==> config.mk <==
export PLATFORM = sky130hd
export DESIGN_NAME = sspb_top
export DESIGN_NICKNAME = d
export VERILOG_FILES = /design/src/design/sspb_pkg.sv /design/src/design/sspb_baud.sv /design/src/design/sspb_top.sv
export SDC_FILE = /design/constraint.sdc
export NUM_CORES = 1
export LEC_CHECK = 0
export ABC_AREA = 1
export BUFFER_PORTS_ARGS = -buffer_cell sky130_fd_sc_hd__buf_2
export CAP_MARGIN = 30
export CORE_MARGIN = 4
export CORE_UTILIZATION = 60
export CTS_BUF_LIST = sky130_fd_sc_hd__clkbuf_8 sky130_fd_sc_hd__clkbuf_16
export DETAILED_ROUTE_END_ITERATION = 16
export GPL_TIMING_DRIVEN = 0
export PLACE_DENSITY = 0.82
export SKIP_CTS_REPAIR_TIMING = 1
export SYNTH_ARGS = -nofsm -noshare
export SYNTH_HDL_FRONTEND = slang
export SYNTH_SLANG_ARGS = --single-unit
export TNS_END_PERCENT = 5
==> constraint.sdc <==
create_clock -name core_clk -period 4.05 [get_ports core_clk]
set_input_delay 0.6075 -clock core_clk [delete_from_list [all_inputs] [get_ports core_clk]]
set_output_delay 0.6075 -clock core_clk [all_outputs]
set_load 0.03 [all_outputs]
==> src/design/sspb_pkg.sv <==
// constants, register map and types for the synchronous serial port
package sspb_pkg;

  // register port geometry
  localparam int unsigned DATA_W = 16;
  localparam int unsigned ADDR_W = 3;

  // register word offsets
  localparam logic [ADDR_W-1:0] OFS_CTRL = 3'h0;
  localparam logic [ADDR_W-1:0] OFS_TBUF = 3'h1;
  localparam logic [ADDR_W-1:0] OFS_RBUF = 3'h2;
  localparam logic [ADDR_W-1:0] OFS_BAUD = 3'h3;
  localparam logic [ADDR_W-1:0] OFS_STAT = 3'h4;
  localparam logic [ADDR_W-1:0] OFS_MASK = 3'h5;
  localparam logic [ADDR_W-1:0] OFS_PORT = 3'h6;

  // control register fields
  localparam int unsigned CTRL_EN     = 0;
  localparam int unsigned CTRL_MASTER = 1;
  localparam int unsigned CTRL_MSB    = 2;
  localparam int unsigned CTRL_OD     = 3;
  localparam int unsigned CTRL_WID_LO = 4;
  localparam int unsigned CTRL_WID_HI = 7;

  // port register fields: latches low, directions from DIR_LO
  localparam int unsigned PIN_CLK  = 0;
  localparam int unsigned PIN_MOSI = 1;
  localparam int unsigned PIN_MISO = 2;
  localparam int unsigned DIR_LO   = 4;

  // status and mask fields
  localparam int unsigned STAT_TX = 0;
  localparam int unsigned STAT_RX = 1;

  // values after reset; minimum frame width used for a zero width field
  localparam logic [DATA_W-1:0] CTRL_RST = 16'h0070;
  localparam logic [DATA_W-1:0] BAUD_RST = 16'h0001;
  localparam logic [DATA_W-1:0] PORT_RST = 16'h0007;
  localparam logic [1:0]        STAT_RST = 2'h0;
  localparam logic [4:0]        MIN_WIDTH = 5'h02;

  // frame sequencer states
  typedef enum logic {ST_IDLE, ST_RUN} sspb_state_t;

endpackage

==> src/design/sspb_baud.sv <==
// dedicated down-counting baud timer with reload, run at half the core clock
module sspb_baud (
  // clock and reset
  input  wire logic                       core_clk,
  input  wire logic                       rst_n,
  // control
  input  wire logic                       run,
  input  wire logic [sspb_pkg::DATA_W-1:0] reload,
  // timer state and ticks
  output logic      [sspb_pkg::DATA_W-1:0] count,
  output logic                            tick,
  output logic                            mid
);
  import sspb_pkg::*;

  logic                pre_q;
  logic [DATA_W-1:0]   cnt_q;
  logic                tick_q;
  logic                mid_q;
  logic [DATA_W-1:0]   half;
  logic                under;

  // half-period point, underflow condition
  assign half  = DATA_W'((17'(reload) + 17'h00001) >> 1);
  assign under = pre_q & (cnt_q == 16'h0000);

  // prescaler by two and down counter; stopped timer sits at reload
  always_ff @(posedge core_clk or negedge rst_n) begin
    if (!rst_n) begin
      pre_q  <= 1'b0;
      cnt_q  <= BAUD_RST;
      tick_q <= 1'b0;
      mid_q  <= 1'b0;
    end else if (!run) begin
      pre_q  <= 1'b0;
      cnt_q  <= reload;
      tick_q <= 1'b0;
      mid_q  <= 1'b0;
    end else begin
      pre_q  <= ~pre_q;
      tick_q <= under;
      mid_q  <= pre_q & (cnt_q == half);
      if (pre_q) begin
        cnt_q <= under ? reload : cnt_q - 16'h0001;
      end
    end
  end

  assign count = cnt_q;
  assign tick  = tick_q;
  assign mid   = mid_q;

  property p_reload_on_underflow;
    @(posedge core_clk) disable iff (!rst_n)
    run && under |=> tick_q && cnt_q == $past(reload);
  endproperty
  a_reload_on_underflow: assert property (p_reload_on_underflow)
    else $error("baud timer did not reload and tick on underflow");

  property p_count_down;
    @(posedge core_clk) disable iff (!rst_n)
    run && pre_q && cnt_q != 16'h0000 |=> cnt_q == $past(cnt_q) - 16'h0001;
  endproperty
  a_count_down: assert property (p_count_down)
    else $error("baud timer did not count down");

  property p_stopped;
    @(posedge core_clk) disable iff (!rst_n)
    !run |=> !tick_q && !mid_q && cnt_q == $past(reload);
  endproperty
  a_stopped: assert property (p_stopped)
    else $error("baud timer ran while channel disabled");

endmodule // sspb_baud

==> src/design/sspb_top.sv <==
// synchronous serial port: shifter, pin control, baud timer and registers
module sspb_top (
  // clock and reset
  input  wire logic                        core_clk,
  input  wire logic                        rst_n,
  // register port
  input  wire logic [sspb_pkg::ADDR_W-1:0] reg_addr,
  input  wire logic [sspb_pkg::DATA_W-1:0] reg_wdata,
  input  wire logic                        reg_wr,
  input  wire logic                        reg_rd,
  output logic      [sspb_pkg::DATA_W-1:0] reg_rdata,
  // interrupt
  output logic                             irq,
  // clock pin
  input  wire logic                        clk_pin_in,
  output logic                             clk_pin_out,
  output logic                             clk_pin_oe,
  // master-out slave-in pin
  input  wire logic                        mosi_pin_in,
  output logic                             mosi_pin_out,
  output logic                             mosi_pin_oe,
  // master-in slave-out pin
  input  wire logic                        miso_pin_in,
  output logic                             miso_pin_out,
  output logic                             miso_pin_oe
);
  import sspb_pkg::*;

  // picks the bit that goes out first or next
  function automatic logic pick_bit(input logic [DATA_W-1:0] v,
                                    input logic [4:0]        w,
                                    input logic              msb);
    pick_bit = msb ? v[4'(w - 5'h01)] : v[0];
  endfunction

  logic [DATA_W-1:0] ctrl_q, tb_q, rb_q, baud_q, port_q;
  logic [1:0]        stat_q, mask_q, stat_d, stat_set;
  logic              tb_full_q, irq_q;
  logic [DATA_W-1:0] rdata_q, rd_mux;
  logic [2:0]        s1_q, s2_q, s3_q, filt_q, pin_in;
  logic              sclk_prev_q, sclk_q, dout_q;
  sspb_state_t       state_q;
  logic [DATA_W-1:0] shift_q, shifted, lsb_sh, wmsk;
  logic [4:0]        cnt_q, width;
  logic [DATA_W-1:0] baud_count;
  logic              baud_tick, baud_mid;
  logic [2:0]        pout_q, poe_q, pout_d, poe_d;

  // control decode
  logic en, master, msb, od, din, s_rise, s_fall;
  logic sample_edge, shift_edge, frame_done, load_start, load_cont, load;
  logic alt_clk, alt_mosi, alt_miso;
  logic wr_ctrl, wr_tb, wr_baud, wr_stat, wr_mask, wr_port;
  assign en      = ctrl_q[CTRL_EN];
  assign master  = ctrl_q[CTRL_MASTER];
  assign msb     = ctrl_q[CTRL_MSB];
  assign od      = ctrl_q[CTRL_OD];
  assign width   = (ctrl_q[CTRL_WID_HI:CTRL_WID_LO] == 4'h0) ? MIN_WIDTH
                 : {1'b0, ctrl_q[CTRL_WID_HI:CTRL_WID_LO]} + 5'h01;
  assign wr_ctrl = reg_wr & (reg_addr == OFS_CTRL);
  assign wr_tb   = reg_wr & (reg_addr == OFS_TBUF);
  assign wr_baud = reg_wr & (reg_addr == OFS_BAUD);
  assign wr_stat = reg_wr & (reg_addr == OFS_STAT);
  assign wr_mask = reg_wr & (reg_addr == OFS_MASK);
  assign wr_port = reg_wr & (reg_addr == OFS_PORT);

  // pin input synchronisers: a change counts once stages two and three agree
  assign pin_in = {miso_pin_in, mosi_pin_in, clk_pin_in};
  always_ff @(posedge core_clk or negedge rst_n) begin
    if (!rst_n) begin
      s1_q   <= 3'h7;
      s2_q   <= 3'h7;
      s3_q   <= 3'h7;
      filt_q <= 3'h7;
    end else begin
      s1_q   <= pin_in;
      s2_q   <= s1_q;
      s3_q   <= s2_q;
      filt_q <= (s2_q & s3_q) | (filt_q & (s2_q | s3_q));
    end
  end

  // edges of the received shift clock in slave mode
  assign s_rise = filt_q[PIN_CLK] & ~sclk_prev_q;
  assign s_fall = ~filt_q[PIN_CLK] & sclk_prev_q;

  // role routing: sample/shift edges and data input per mode
  assign sample_edge = en & (master ? (baud_mid & (state_q == ST_RUN)) : s_rise);
  assign shift_edge  = en & (master ? baud_tick : s_fall);
  assign din         = master ? filt_q[PIN_MISO] : filt_q[PIN_MOSI];
  assign frame_done  = sample_edge & (cnt_q == width - 5'h01);

  // buffer to shifter transfers: first word, and back-to-back continuation
  assign load_start = en & tb_full_q & (state_q == ST_IDLE) & (master ? baud_tick : 1'b1);
  assign load_cont  = frame_done & tb_full_q;
  assign load       = load_start | load_cont;

  // next shifter contents, right aligned for either bit order
  assign wmsk    = 16'h0001 << (width - 5'h01);
  assign lsb_sh  = {1'b0, shift_q[DATA_W-1:1]};
  assign shifted = msb ? {shift_q[DATA_W-2:0], din}
                       : ((lsb_sh & ~wmsk) | (din ? wmsk : 16'h0000));

  // frame sequencer
  always_ff @(posedge core_clk or negedge rst_n) begin
    if (!rst_n) begin
      state_q <= ST_IDLE;
    end else if (!en) begin
      state_q <= ST_IDLE;
    end else if (load) begin
      state_q <= ST_RUN;
    end else if (frame_done) begin
      state_q <= ST_IDLE;
    end
  end

  // shift register and bit counter
  always_ff @(posedge core_clk or negedge rst_n) begin
    if (!rst_n) begin
      shift_q <= 16'h0000;
      cnt_q   <= 5'h00;
    end else begin
      if (load) begin
        shift_q <= tb_q;
      end else if (sample_edge) begin
        shift_q <= shifted;
      end
      if (!en || load_start) begin
        cnt_q <= 5'h00;
      end else if (sample_edge) begin
        cnt_q <= frame_done ? 5'h00 : cnt_q + 5'h01;
      end
    end
  end

  // data out: slave presents first bit at once, master on the next tick
  always_ff @(posedge core_clk or negedge rst_n) begin
    if (!rst_n) begin
      dout_q <= 1'b1;
    end else if (!en) begin
      dout_q <= 1'b1;
    end else if (load_start || (load_cont && !master)) begin
      dout_q <= pick_bit(tb_q, width, msb);
    end else if (shift_edge && (state_q == ST_RUN || !master)) begin
      dout_q <= pick_bit(shift_q, width, msb);
    end
  end

  // master shift clock: low on tick, high at mid-bit while a frame runs
  always_ff @(posedge core_clk or negedge rst_n) begin
    if (!rst_n) begin
      sclk_q      <= 1'b0;
      sclk_prev_q <= 1'b1;
    end else begin
      sclk_prev_q <= filt_q[PIN_CLK];
      if (!en || !master || baud_tick) begin
        sclk_q <= 1'b0;
      end else if (baud_mid && state_q == ST_RUN) begin
        sclk_q <= 1'b1;
      end
    end
  end

  // alternate outputs per role; unused ones held high
  assign alt_clk  = (en & master)  ? sclk_q : 1'b1;
  assign alt_mosi = (en & master)  ? dout_q : 1'b1;
  assign alt_miso = (en & ~master) ? dout_q : 1'b1;

  // pin drivers: latch AND alternate output, optional open drain on data
  assign pout_d = {port_q[PIN_MISO] & alt_miso,
                   port_q[PIN_MOSI] & alt_mosi,
                   port_q[PIN_CLK]  & alt_clk};
  assign poe_d  = {port_q[DIR_LO+PIN_MISO] & ~(od & pout_d[PIN_MISO]),
                   port_q[DIR_LO+PIN_MOSI] & ~(od & pout_d[PIN_MOSI]),
                   port_q[DIR_LO+PIN_CLK]};
  always_ff @(posedge core_clk or negedge rst_n) begin
    if (!rst_n) begin
      pout_q <= 3'h0;
      poe_q  <= 3'h0;
    end else begin
      pout_q <= pout_d;
      poe_q  <= poe_d;
    end
  end

  // configuration registers; width and reload locked while enabled
  always_ff @(posedge core_clk or negedge rst_n) begin
    if (!rst_n) begin
      ctrl_q <= CTRL_RST;
      baud_q <= BAUD_RST;
      port_q <= PORT_RST;
      mask_q <= STAT_RST;
    end else begin
      if (wr_ctrl) begin
        ctrl_q <= en ? {reg_wdata[15:8], ctrl_q[7:4], reg_wdata[3:0]} : reg_wdata;
      end
      if (wr_baud && !en) begin
        baud_q <= reg_wdata;
      end
      if (wr_port) begin
        port_q <= reg_wdata;
      end
      if (wr_mask) begin
        mask_q <= reg_wdata[1:0];
      end
    end
  end

  // transmit buffer, receive buffer, sticky status and interrupt
  assign stat_set = {frame_done, load};
  assign stat_d   = (stat_q & ~(wr_stat ? reg_wdata[1:0] : 2'h0)) | stat_set;
  always_ff @(posedge core_clk or negedge rst_n) begin
    if (!rst_n) begin
      tb_q      <= 16'h0000;
      tb_full_q <= 1'b0;
      rb_q      <= 16'h0000;
      stat_q    <= STAT_RST;
      irq_q     <= 1'b0;
    end else begin
      if (wr_tb) begin
        tb_q <= reg_wdata;
      end
      tb_full_q <= wr_tb | (tb_full_q & ~load);
      if (frame_done) begin
        rb_q <= shifted;
      end
      stat_q <= stat_d;
      irq_q  <= |(stat_d & mask_q);
    end
  end

  // read mux; reload register shows the running count while enabled
  always_comb begin
    unique case (reg_addr)
      OFS_CTRL: rd_mux = ctrl_q;
      OFS_TBUF: rd_mux = tb_q;
      OFS_RBUF: rd_mux = rb_q;
      OFS_BAUD: rd_mux = en ? baud_count : baud_q;
      OFS_STAT: rd_mux = {14'h0000, stat_q};
      OFS_MASK: rd_mux = {14'h0000, mask_q};
      OFS_PORT: rd_mux = port_q;
      default:  rd_mux = 16'h0000;
    endcase
  end
  always_ff @(posedge core_clk or negedge rst_n) begin
    if (!rst_n) begin
      rdata_q <= 16'h0000;
    end else begin
      rdata_q <= reg_rd ? rd_mux : 16'h0000;
    end
  end

  // baud timer, running only while the channel is enabled
  sspb_baud u_baud (
    .core_clk (core_clk),
    .rst_n    (rst_n),
    .run      (en),
    .reload   (baud_q),
    .count    (baud_count),
    .tick     (baud_tick),
    .mid      (baud_mid)
  );

  assign reg_rdata    = rdata_q;
  assign irq          = irq_q;
  assign clk_pin_out  = pout_q[PIN_CLK];
  assign clk_pin_oe   = poe_q[PIN_CLK];
  assign mosi_pin_out = pout_q[PIN_MOSI];
  assign mosi_pin_oe  = poe_q[PIN_MOSI];
  assign miso_pin_out = pout_q[PIN_MISO];
  assign miso_pin_oe  = poe_q[PIN_MISO];

  property p_tx_flag;
    @(posedge core_clk) disable iff (!rst_n)
    load |=> stat_q[STAT_TX] && !tb_full_q || $past(wr_tb);
  endproperty
  a_tx_flag: assert property (p_tx_flag)
    else $error("transmit flag not set when buffer emptied");

  property p_no_gap;
    @(posedge core_clk) disable iff (!rst_n)
    en && frame_done && tb_full_q |=> state_q == ST_RUN && cnt_q == 5'h00
                                      && shift_q == $past(tb_q);
  endproperty
  a_no_gap: assert property (p_no_gap)
    else $error("refilled buffer did not continue the frame");

  property p_pin_and;
    @(posedge core_clk) disable iff (!rst_n)
    rst_n |=> mosi_pin_out == $past(port_q[PIN_MOSI] & alt_mosi)
             && clk_pin_out == $past(port_q[PIN_CLK] & alt_clk);
  endproperty
  a_pin_and: assert property (p_pin_and)
    else $error("pin output is not latch AND alternate output");

  property p_unused_high;
    @(posedge core_clk) disable iff (!rst_n)
    !(en && master) |-> alt_clk && alt_mosi;
  endproperty
  a_unused_high: assert property (p_unused_high)
    else $error("unused alternate output not held high");

  property p_width_lock;
    @(posedge core_clk) disable iff (!rst_n)
    en && wr_ctrl |=> ctrl_q[CTRL_WID_HI:CTRL_WID_LO] == $past(ctrl_q[CTRL_WID_HI:CTRL_WID_LO]);
  endproperty
  a_width_lock: assert property (p_width_lock)
    else $error("frame width changed while enabled");

  property p_baud_read;
    @(posedge core_clk) disable iff (!rst_n)
    reg_rd && reg_addr == OFS_BAUD |=> reg_rdata == ($past(en) ? $past(baud_count)
                                                               : $past(baud_q));
  endproperty
  a_baud_read: assert property (p_baud_read)
    else $error("reload read returned the wrong value");

  property p_open_drain;
    @(posedge core_clk) disable iff (!rst_n)
    od && $stable(ctrl_q) |-> !(mosi_pin_oe && mosi_pin_out) && !(miso_pin_oe && miso_pin_out);
  endproperty
  a_open_drain: assert property (p_open_drain)
    else $error("open-drain pin actively drove high");

  property p_readback;
    @(posedge core_clk) disable iff (!rst_n)
    sample_edge && master && msb && !load |=> shift_q[0] == $past(filt_q[PIN_MISO]);
  endproperty
  a_readback: assert property (p_readback)
    else $error("master did not shift in its input line");

endmodule // sspb_top

# After elaboration in Yosys (flattened, before gate mapping)
# Cells that the tools add are included.
# W data, S select, Z words.
[totals]
memories = 0
elab_cells = 153
ram_bits = 0
input_bits = 26
register_bits = 164
latchBits = 0
mem_bits_ro = 0
[op_classes]
n_eq_ne = 11
muxes = 39
shifts = 1
n_lt_le_gt_ge = 1
bitwise_logic = 50
multipliers = 0
n_reduce_logical = 19
n_div = 0
add_sub_neg = 5
[ops]
columns = ["op", "n"]
rows = [
  ["$mux W16", 9],
  ["$pmux W16 S7", 1],
  ["$and A1 B1 Y1", 28],
  ["$mux W1", 22],
  ["$mux W5", 4],
  ["$add A16 B1 Y17 const B", 1],
  ["$and A15 B16 Y16", 1],
  ["$eq A16 B16 Y1", 1],
  ["$logic_not A16 Y1", 1],
  ["$not A16 Y16", 1],
  ["$or A16 B16 Y16", 1],
  ["$shl A1 B5 Y16 const A", 1],
  ["$sub A16 B1 Y16 const B", 1],
  ["$eq A3 B3 Y1 const B", 3],
  ["$not A1 Y1", 9],
  ["$bmux W1 S4", 2],
  ["$and A3 B3 Y3", 2],
  ["$eq A3 B2 Y1 const B", 2],
  ["$ne A3 B1 Y1 const B", 2],
  ["$or A3 B3 Y3", 2],
  ["$reduce_bool A2 Y1", 3],
  ["$add A4 B1 Y5 const B", 1],
  ["$add A5 B1 Y5 const B", 1],
  ["$eq A5 B5 Y1", 1],
  ["16 further kinds", 26],
]

# Logic depth before layout (Yosys ltp)
[depth]
depth_word = 10
mapped_depth = 21
mapped_depth_nobuf = 17

# By module
# A second synthesis with hierarchy kept.
[unflattened]
cells_unflattened = 1186
hier_area_um2 = 9193.8
[modules_own_cells]
columns = ["module", "area_each_um2", "cells_each", "instances"]
rows = [
  ["sspb_top", 7312.0, 880, 1],
  ["sspb_baud", 1881.8, 306, 1],
]

# Worst setup path after synthesis
# No wires, ideal clock.
[synth_timing]
kind = "register -> register"
from = "register ctrl_q[4]"
to = "register shift_q[7]"
n_path_buf = 5
t_arrival_ns = 3.238
synth_period_minus_slack_ns = 3.365
path_slack_ns = 0.685
stages_incl_launch_ff = 21
required_ns = 3.923
setup_ns = 0.127
cell_sequence = "dfstp_2 inv_1 buf_2 buf_1 ha_1 nand2_2 nand2_2 buf_1 ha_1 clkbuf_1 xnor2_1 nand2_1 nor2_1 nand2_1 nor2_4 nand3_4 nand2_8 nor2_8 buf_6 nand2_1 o211ai_2"
[synth_via]
elab_chain_cells = 10
elab_cells_between_ends = 17
cone_classes = "add/sub: 2; eq/ne: 1; shift: 1; mux: 5; bitwise: 6; reduce/logical: 2"
[synth_rtl]
columns = ["item", "line_no", "rtl"]
rows = [
  ["start, declared", "sspb_top.sv:36", "logic [DATA_W-1:0] ctrl_q, tb_q, rb_q, baud_q, port_q;"],
  ["start signal, assigned", "sspb_top.sv:195", "ctrl_q <= en ? {reg_wdata[15:8], ctrl_q[7:4], reg_wdata[3:0]} : reg_wdata;"],
  ["$add A4 B1 Y5 / $logic_not A4 Y1 (equally long branches)", "sspb_top.sv:59, sspb_top.sv:58", ""],
  ["$mux W5 *", "sspb_top.sv:58", "assign width = (ctrl_q[CTRL_WID_HI:CTRL_WID_LO] == 4'h0) ? MIN_WIDTH"],
  ["$sub A5 B1 Y5 *", "--", ""],
  ["$shl A1 B5 Y16", "sspb_top.sv:99", "assign wmsk = 16'h0001 << (width - 5'h01);"],
  ["$not A16 Y16", "sspb_top.sv:102", ": ((lsb_sh & ~wmsk) | (din ? wmsk : 16'h0000));"],
  ["$and A15 B16 Y16", "sspb_top.sv:102", ""],
  ["$or A16 B16 Y16", "sspb_top.sv:102", ""],
  ["$mux W16", "sspb_top.sv:101", "assign shifted = msb ? {shift_q[DATA_W-2:0], din}"],
  ["$mux W16", "sspb_top.sv:125", "end else if (sample_edge) begin"],
  ["$mux W16", "sspb_top.sv:123", "if (load) begin"],
  ["end signal, assigned", "sspb_top.sv:124", "shift_q <= tb_q;"],
  ["end signal, assigned", "sspb_top.sv:126", "shift_q <= shifted;"],
  ["end, declared", "sspb_top.sv:43", "logic [DATA_W-1:0] shift_q, shifted, lsb_sh, wmsk;"],
]
# Every way passes the cells marked *; elsewhere a longest branch is shown, timed or not. The select of a mux whose other input is x is not followed.
# A chain may end at the register's enable or synchronous reset.

# Worst setup path after layout
[layout_timing]
from = "register ctrl_q[4]"
to = "register state_q"
[layout_via]
elab_chain_cells = 9
elab_cells_between_ends = 11
cone_classes = "add/sub: 2; eq/ne: 2; mux: 3; bitwise: 3; reduce/logical: 1"
[layout_rtl]
columns = ["item", "line_no", "rtl"]
rows = [
  ["$add A4 B1 Y5 / $logic_not A4 Y1 (equally long branches)", "sspb_top.sv:59, sspb_top.sv:58", ""],
  ["$mux W5 *", "sspb_top.sv:58", ""],
  ["$sub A5 B1 Y5 *", "--", ""],
  ["$eq A5 B5 Y1 *", "sspb_top.sv:91", "assign frame_done = sample_edge & (cnt_q == width - 5'h01);"],
  ["$and A1 B1 Y1 *", "sspb_top.sv:91", ""],
  ["$and A1 B1 Y1", "sspb_top.sv:95", "assign load_cont = frame_done & tb_full_q;"],
  ["$or A1 B1 Y1", "sspb_top.sv:96", "assign load = load_start | load_cont;"],
  ["$mux W1", "sspb_top.sv:110", "end else if (load) begin"],
  ["$mux W1", "sspb_top.sv:108", "end else if (!en) begin"],
  ["end signal, assigned", "sspb_top.sv:107", "state_q <= ST_IDLE;"],
  ["end signal, assigned", "sspb_top.sv:109", "state_q <= ST_IDLE;"],
  ["end signal, assigned", "sspb_top.sv:111", "state_q <= ST_RUN;"],
  ["end, declared", "sspb_top.sv:42", "sspb_state_t state_q;"],
]
# Every way passes the cells marked *; elsewhere a longest branch is shown, timed or not.

==> results by group <==
Critical path
  • Worst Path Buf+Inv: 4
  • Crit path from: ctrl_q[4]$_DFFE_PN1P_
  • Most common cell on crit path: nand2_2
  • R2R depth: 16
  • Reg-to-reg startpoint: ctrl_q[4]$_DFFE_PN1P_
  • Number of cells on the critical path: 16
  • Crit path max fanout: 20
  • Crit path launch type: register
  • FF-to-FF End: state_q$_DFFE_PN0P_
  • CP endpoint kind: register
  • CP endpoint: state_q$_DFFE_PN0P_
  • Top delay family on crit path: simple AND/OR/NAND/NOR gates
  • Slowest CP cell: dfstp_2
  • Slowest Stage Delay on Critical Path: 0.63 ns
  • Critical path class: register to register
  • Data required, critical path: 4.35 ns
  • Cell Chain, Critical Path: inv_1 > buf_2 > ha_1 > nand2_2 > nand2_2 > ha_2 > xnor2_1 > nand2_1 > nor2_1 > nand2_1 > nor2_4 > nand2_2 > inv_4 > nor2_2 > inv_1 > o21ai_0
  • Worst EP arrival: 3.91 ns
  • R2r setup slk: 0.43 ns

Route
  • Drt first pass iters: 7
  • Vias per cell: 5.997
  • Routed length per instance: 18.54 µm
  • Final ANT Viol Nets: 0
  • Drt total wl: 25,640 µm
  • Routed via count: 8,294
  • DR DRC count: 0
  • Initial DRC count: 890

Pwr
  • Lkg Pwr: 4.738 nW
  • Net Sw Power: 2.799 mW
  • Maximum VDD drop: 0.3802 mV
  • Clock network power share: 22.8%
  • Pwr Total: 6.525 mW
  • Power per cell area: 655.3 nW/µm²
  • Combinational share of power: 39.0%
  • Internal Power: 3.726 mW
  • Sequential Power Share: 38.2%
  • Sw frac: 42.90%

Synthesis
  • Post-synthesis mux area share: 0%
  • Largest family of logic cells by synthesized area: simple AND/OR/NAND/NOR gates
  • Yosys Warn Count: 0
  • Register bit total from synthesis: 164
  • Async set-reset flop share out of synthesis: 100.0%
  • Top FF cell, synth: dfrtp_1
  • Unique cell type count in the Yosys netlist: 49
  • Post-synthesis sequential area ratio: 46.31%
  • Post-synth EDFFs: 0
  • Mapped Nets: 1,155
  • Cell count after synthesis: 1,120
  • XOR/XNOR Fraction of Synth Area: 3.731%
  • Syn avg cell area: 7.965 µm²
  • Simple-gate share of the synthesized area: 24.45%
  • Post-synthesis compound-gate area fraction: 15.71%
  • Cell area after synthesis: 8921 µm²
  • Post-synthesis adder-cell area fraction: 1.599%

Clock network
  • Worst-path clk slew: 0.06 ns
  • CTS tree: yes
  • CTS root buffer: clkbuf_16
  • Clock Latency Late Sink: 0.43 ns
  • H-tree depth: 4
  • Clock Path Buffers: 2
  • Clock sink count: 164
  • Inserted Clock Buffers: 17

Final layout
  • Most common cell after layout, fill and taps aside: nand2_1
  • Most frequent cells in the layout: 271 x nand2_1, 142 x dfrtp_1, 138 x o21ai_0
  • Non-Filler Instances: 1,383
  • Final nets: 1,221
  • Syn-to-layout area delta: 11.61%
  • ANT cells: 0
  • Layout cell share with drive strength beyond 1: 12.93%
  • Filler cell count: 1,190

Timing
  • Post-Route Setup TNS: 0 ns
  • Slew headroom: 51.28%
  • Final Max Tran Viols: 0
  • F_max: 0.2766 GHz
  • Fin. Hold Viols: 0
  • Min cycle time layout: 3.615 ns
  • RSZ-0062 raised after global routing: no
  • Tcrit/Tclk final: 89.27%
  • Measured slew at the worst slew-check pin: 0.7281 ns
  • Clk_skew: 0.009630 ns
  • Setup violators final: 0

Floorplan
  • Die height: 129.9 µm
  • Starting Density: 61.38%
  • DIE AREA: 16,880 µm²
  • Die Wd: 129.9 µm
  • Io pins: 49
  • Std cell rows: 44
  • Core Box Area: 14,530 µm²

Place
  • Port Buffers: 48
  • Detailed Place HPWL: 19,060 µm
  • Dpl cells: 1,354
  • GPL Wtd Cong: 1.003

GRT
  • First-pass GRT wire length: 41,620 µm
  • Number of global-route vias before repair: 7,943
  • GRT overflow: 0
  • Antenna violations before repair: 0
  • Overall Global Routing Usage: 32.00%
  • Largest net degree at the start of global routing: 95

Worst hold path
  • Hold/Removal Path Class: input pin to async pin

Status
  • Status: complete, no violations

Flow run
  • Maximum Capacitance Violations: 0
## worst min-delay path by stage
| stage | end | cells after the start | slack (ns) | startpoint |
|---|---|---|---|---|
| after floorplan | baud_q[10]$_DFFE_PN0P_ | 0 | 0.31 | rst_n |
| after global placement | s2_q[0]$_DFF_PN1_ | 0 | 0.35 | s1_q[0]$_DFF_PN1_ |
| after detailed placement | s2_q[1]$_DFF_PN1_ | 0 | 0.35 | s1_q[1]$_DFF_PN1_ |
| after CTS | reg_rdata[3]$_DFF_PN0_ | 1 | 0.15 | rst_n |
| after global routing | poe_q[1]$_DFF_PN0_ | 1 | 0.18 | rst_n |
| final | reg_rdata[3]$_DFF_PN0_ | 1 | 0.14 | rst_n |
## per-stage QoR
stage	utilization (%)	setup WS (ns)	instance area (µm²)	hold WS, ns
global route	68.51	0.08630	9957	0.1754
global placement	64.62	-0.2849	9392	0.3457
floorplan	-	0.6851	8921	0.3119
detailed placement	64.91	-0.3326	9434	0.3468
finish	68.51	0.4345	9957	0.1361
CTS	68.57	-0.3840	9966	0.1512
## worst reg2reg max path, cell delays in order, from the launching register on
cell	delay (ns)
dfstp_2	0.63
inv_1	0.09
buf_2	0.27
ha_1	0.28
nand2_2	0.09
nand2_2	0.26
ha_2	0.61
xnor2_1	0.16
nand2_1	0.07
nor2_1	0.08
nand2_1	0.08
nor2_4	0.15
nand2_2	0.20
inv_4	0.17
nor2_2	0.05
inv_1	0.14
o21ai_0	0.12
## logic make-up after synthesis
logic type / count (synthesis)
AOI/OAI and AO/OA: 235
xor gates and xnor gates: 38
adders and majority gates: 12
buffers and inverters: 178
DFF: 164
and+or+nand+nor: 493
## power by group through the flow
stage | clock network (mW) | logic, mW | registers (mW)
6_report | 1.49 | 2.54 | 2.49
5_1_grt | 1.54 | 2.84 | 2.54
4_1_cts | 1.48 | 2.50 | 2.47
3_5_place_dp | 0 | 2.47 | 2.49
3_3_place_gp | 0 | 2.41 | 2.48
2_1_floorplan | 0 | 1.78 | 2.44
## final cells by class
| cell class | count | area [µm²] | share of cell area, % |
|---|---|---|---|
| flip-flops and latches | 164 | 4131 | 41.49 |
| multi-input cells | 778 | 4060 | 40.78 |
| inverters | 130 | 493.0 | 4.951 |
| clock buffers | 17 | 425.4 | 4.272 |
| repair buffers | 50 | 282.8 | 2.840 |
| well taps | 184 | 230.2 | 2.312 |
| plain buffers | 45 | 227.7 | 2.287 |
| clock inverters | 15 | 106.4 | 1.068 |
## Yosys cell counts, types with 2 or more instances
library cell / n / area, µm²
a221oi_1: 7 / 61.31
or2_2: 3 / 18.77
inv_4: 2 / 12.51
xor2_1: 34 / 297.8
nor4_1: 3 / 18.77
nor2_1: 65 / 244.0
inv_1: 120 / 450.4
xnor2_1: 4 / 35.03
nand3_1: 103 / 515.5
nand2_1: 271 / 1017
o211ai_2: 9 / 112.6
nand2_4: 3 / 33.78
ha_1: 9 / 112.6
nand4_1: 15 / 93.84
clkbuf_1: 34 / 127.6
o221ai_1: 6 / 52.55
dfstp_2: 22 / 578.1
o22ai_1: 8 / 50.05
dfrtp_1: 142 / 3553
buf_2: 5 / 25.02
nand2_2: 8 / 50.05
inv_2: 5 / 18.77
nor3_1: 12 / 60.06
nand3b_1: 2 / 15.01
nor2_8: 2 / 40.04
a21oi_1: 24 / 120.1
a31oi_1: 18 / 112.6
buf_1: 2 / 7.510
clkinv_1: 3 / 11.26
buf_6: 5 / 56.30
a22oi_1: 4 / 30.03
o21ai_0: 138 / 690.7
maj3_1: 3 / 30.03
nor2_4: 2 / 22.52
o211ai_1: 13 / 97.59
## metal layers
metal	up-vias	share of wire (%)	track usage (%)
met5	-	0	0
met4	0	3.5	11.74
met3	91	8.4	6.959
met2	436	49	53.35
met1	3916	40	41.34
li1	3851	-	-
## state kept, by name (all words and copies together), names as in the netlist, 5 cells and up
| signal | flops |
|---|---|
| u_baud.count | 16 |
| baud_q | 16 |
| port_q | 16 |
| cnt_q | 5 |
| rb_q | 16 |
| tb_q | 16 |
| reg_rdata | 16 |
| shift_q | 16 |
| ctrl_q | 16 |
(Power assumes the default switching activity.)
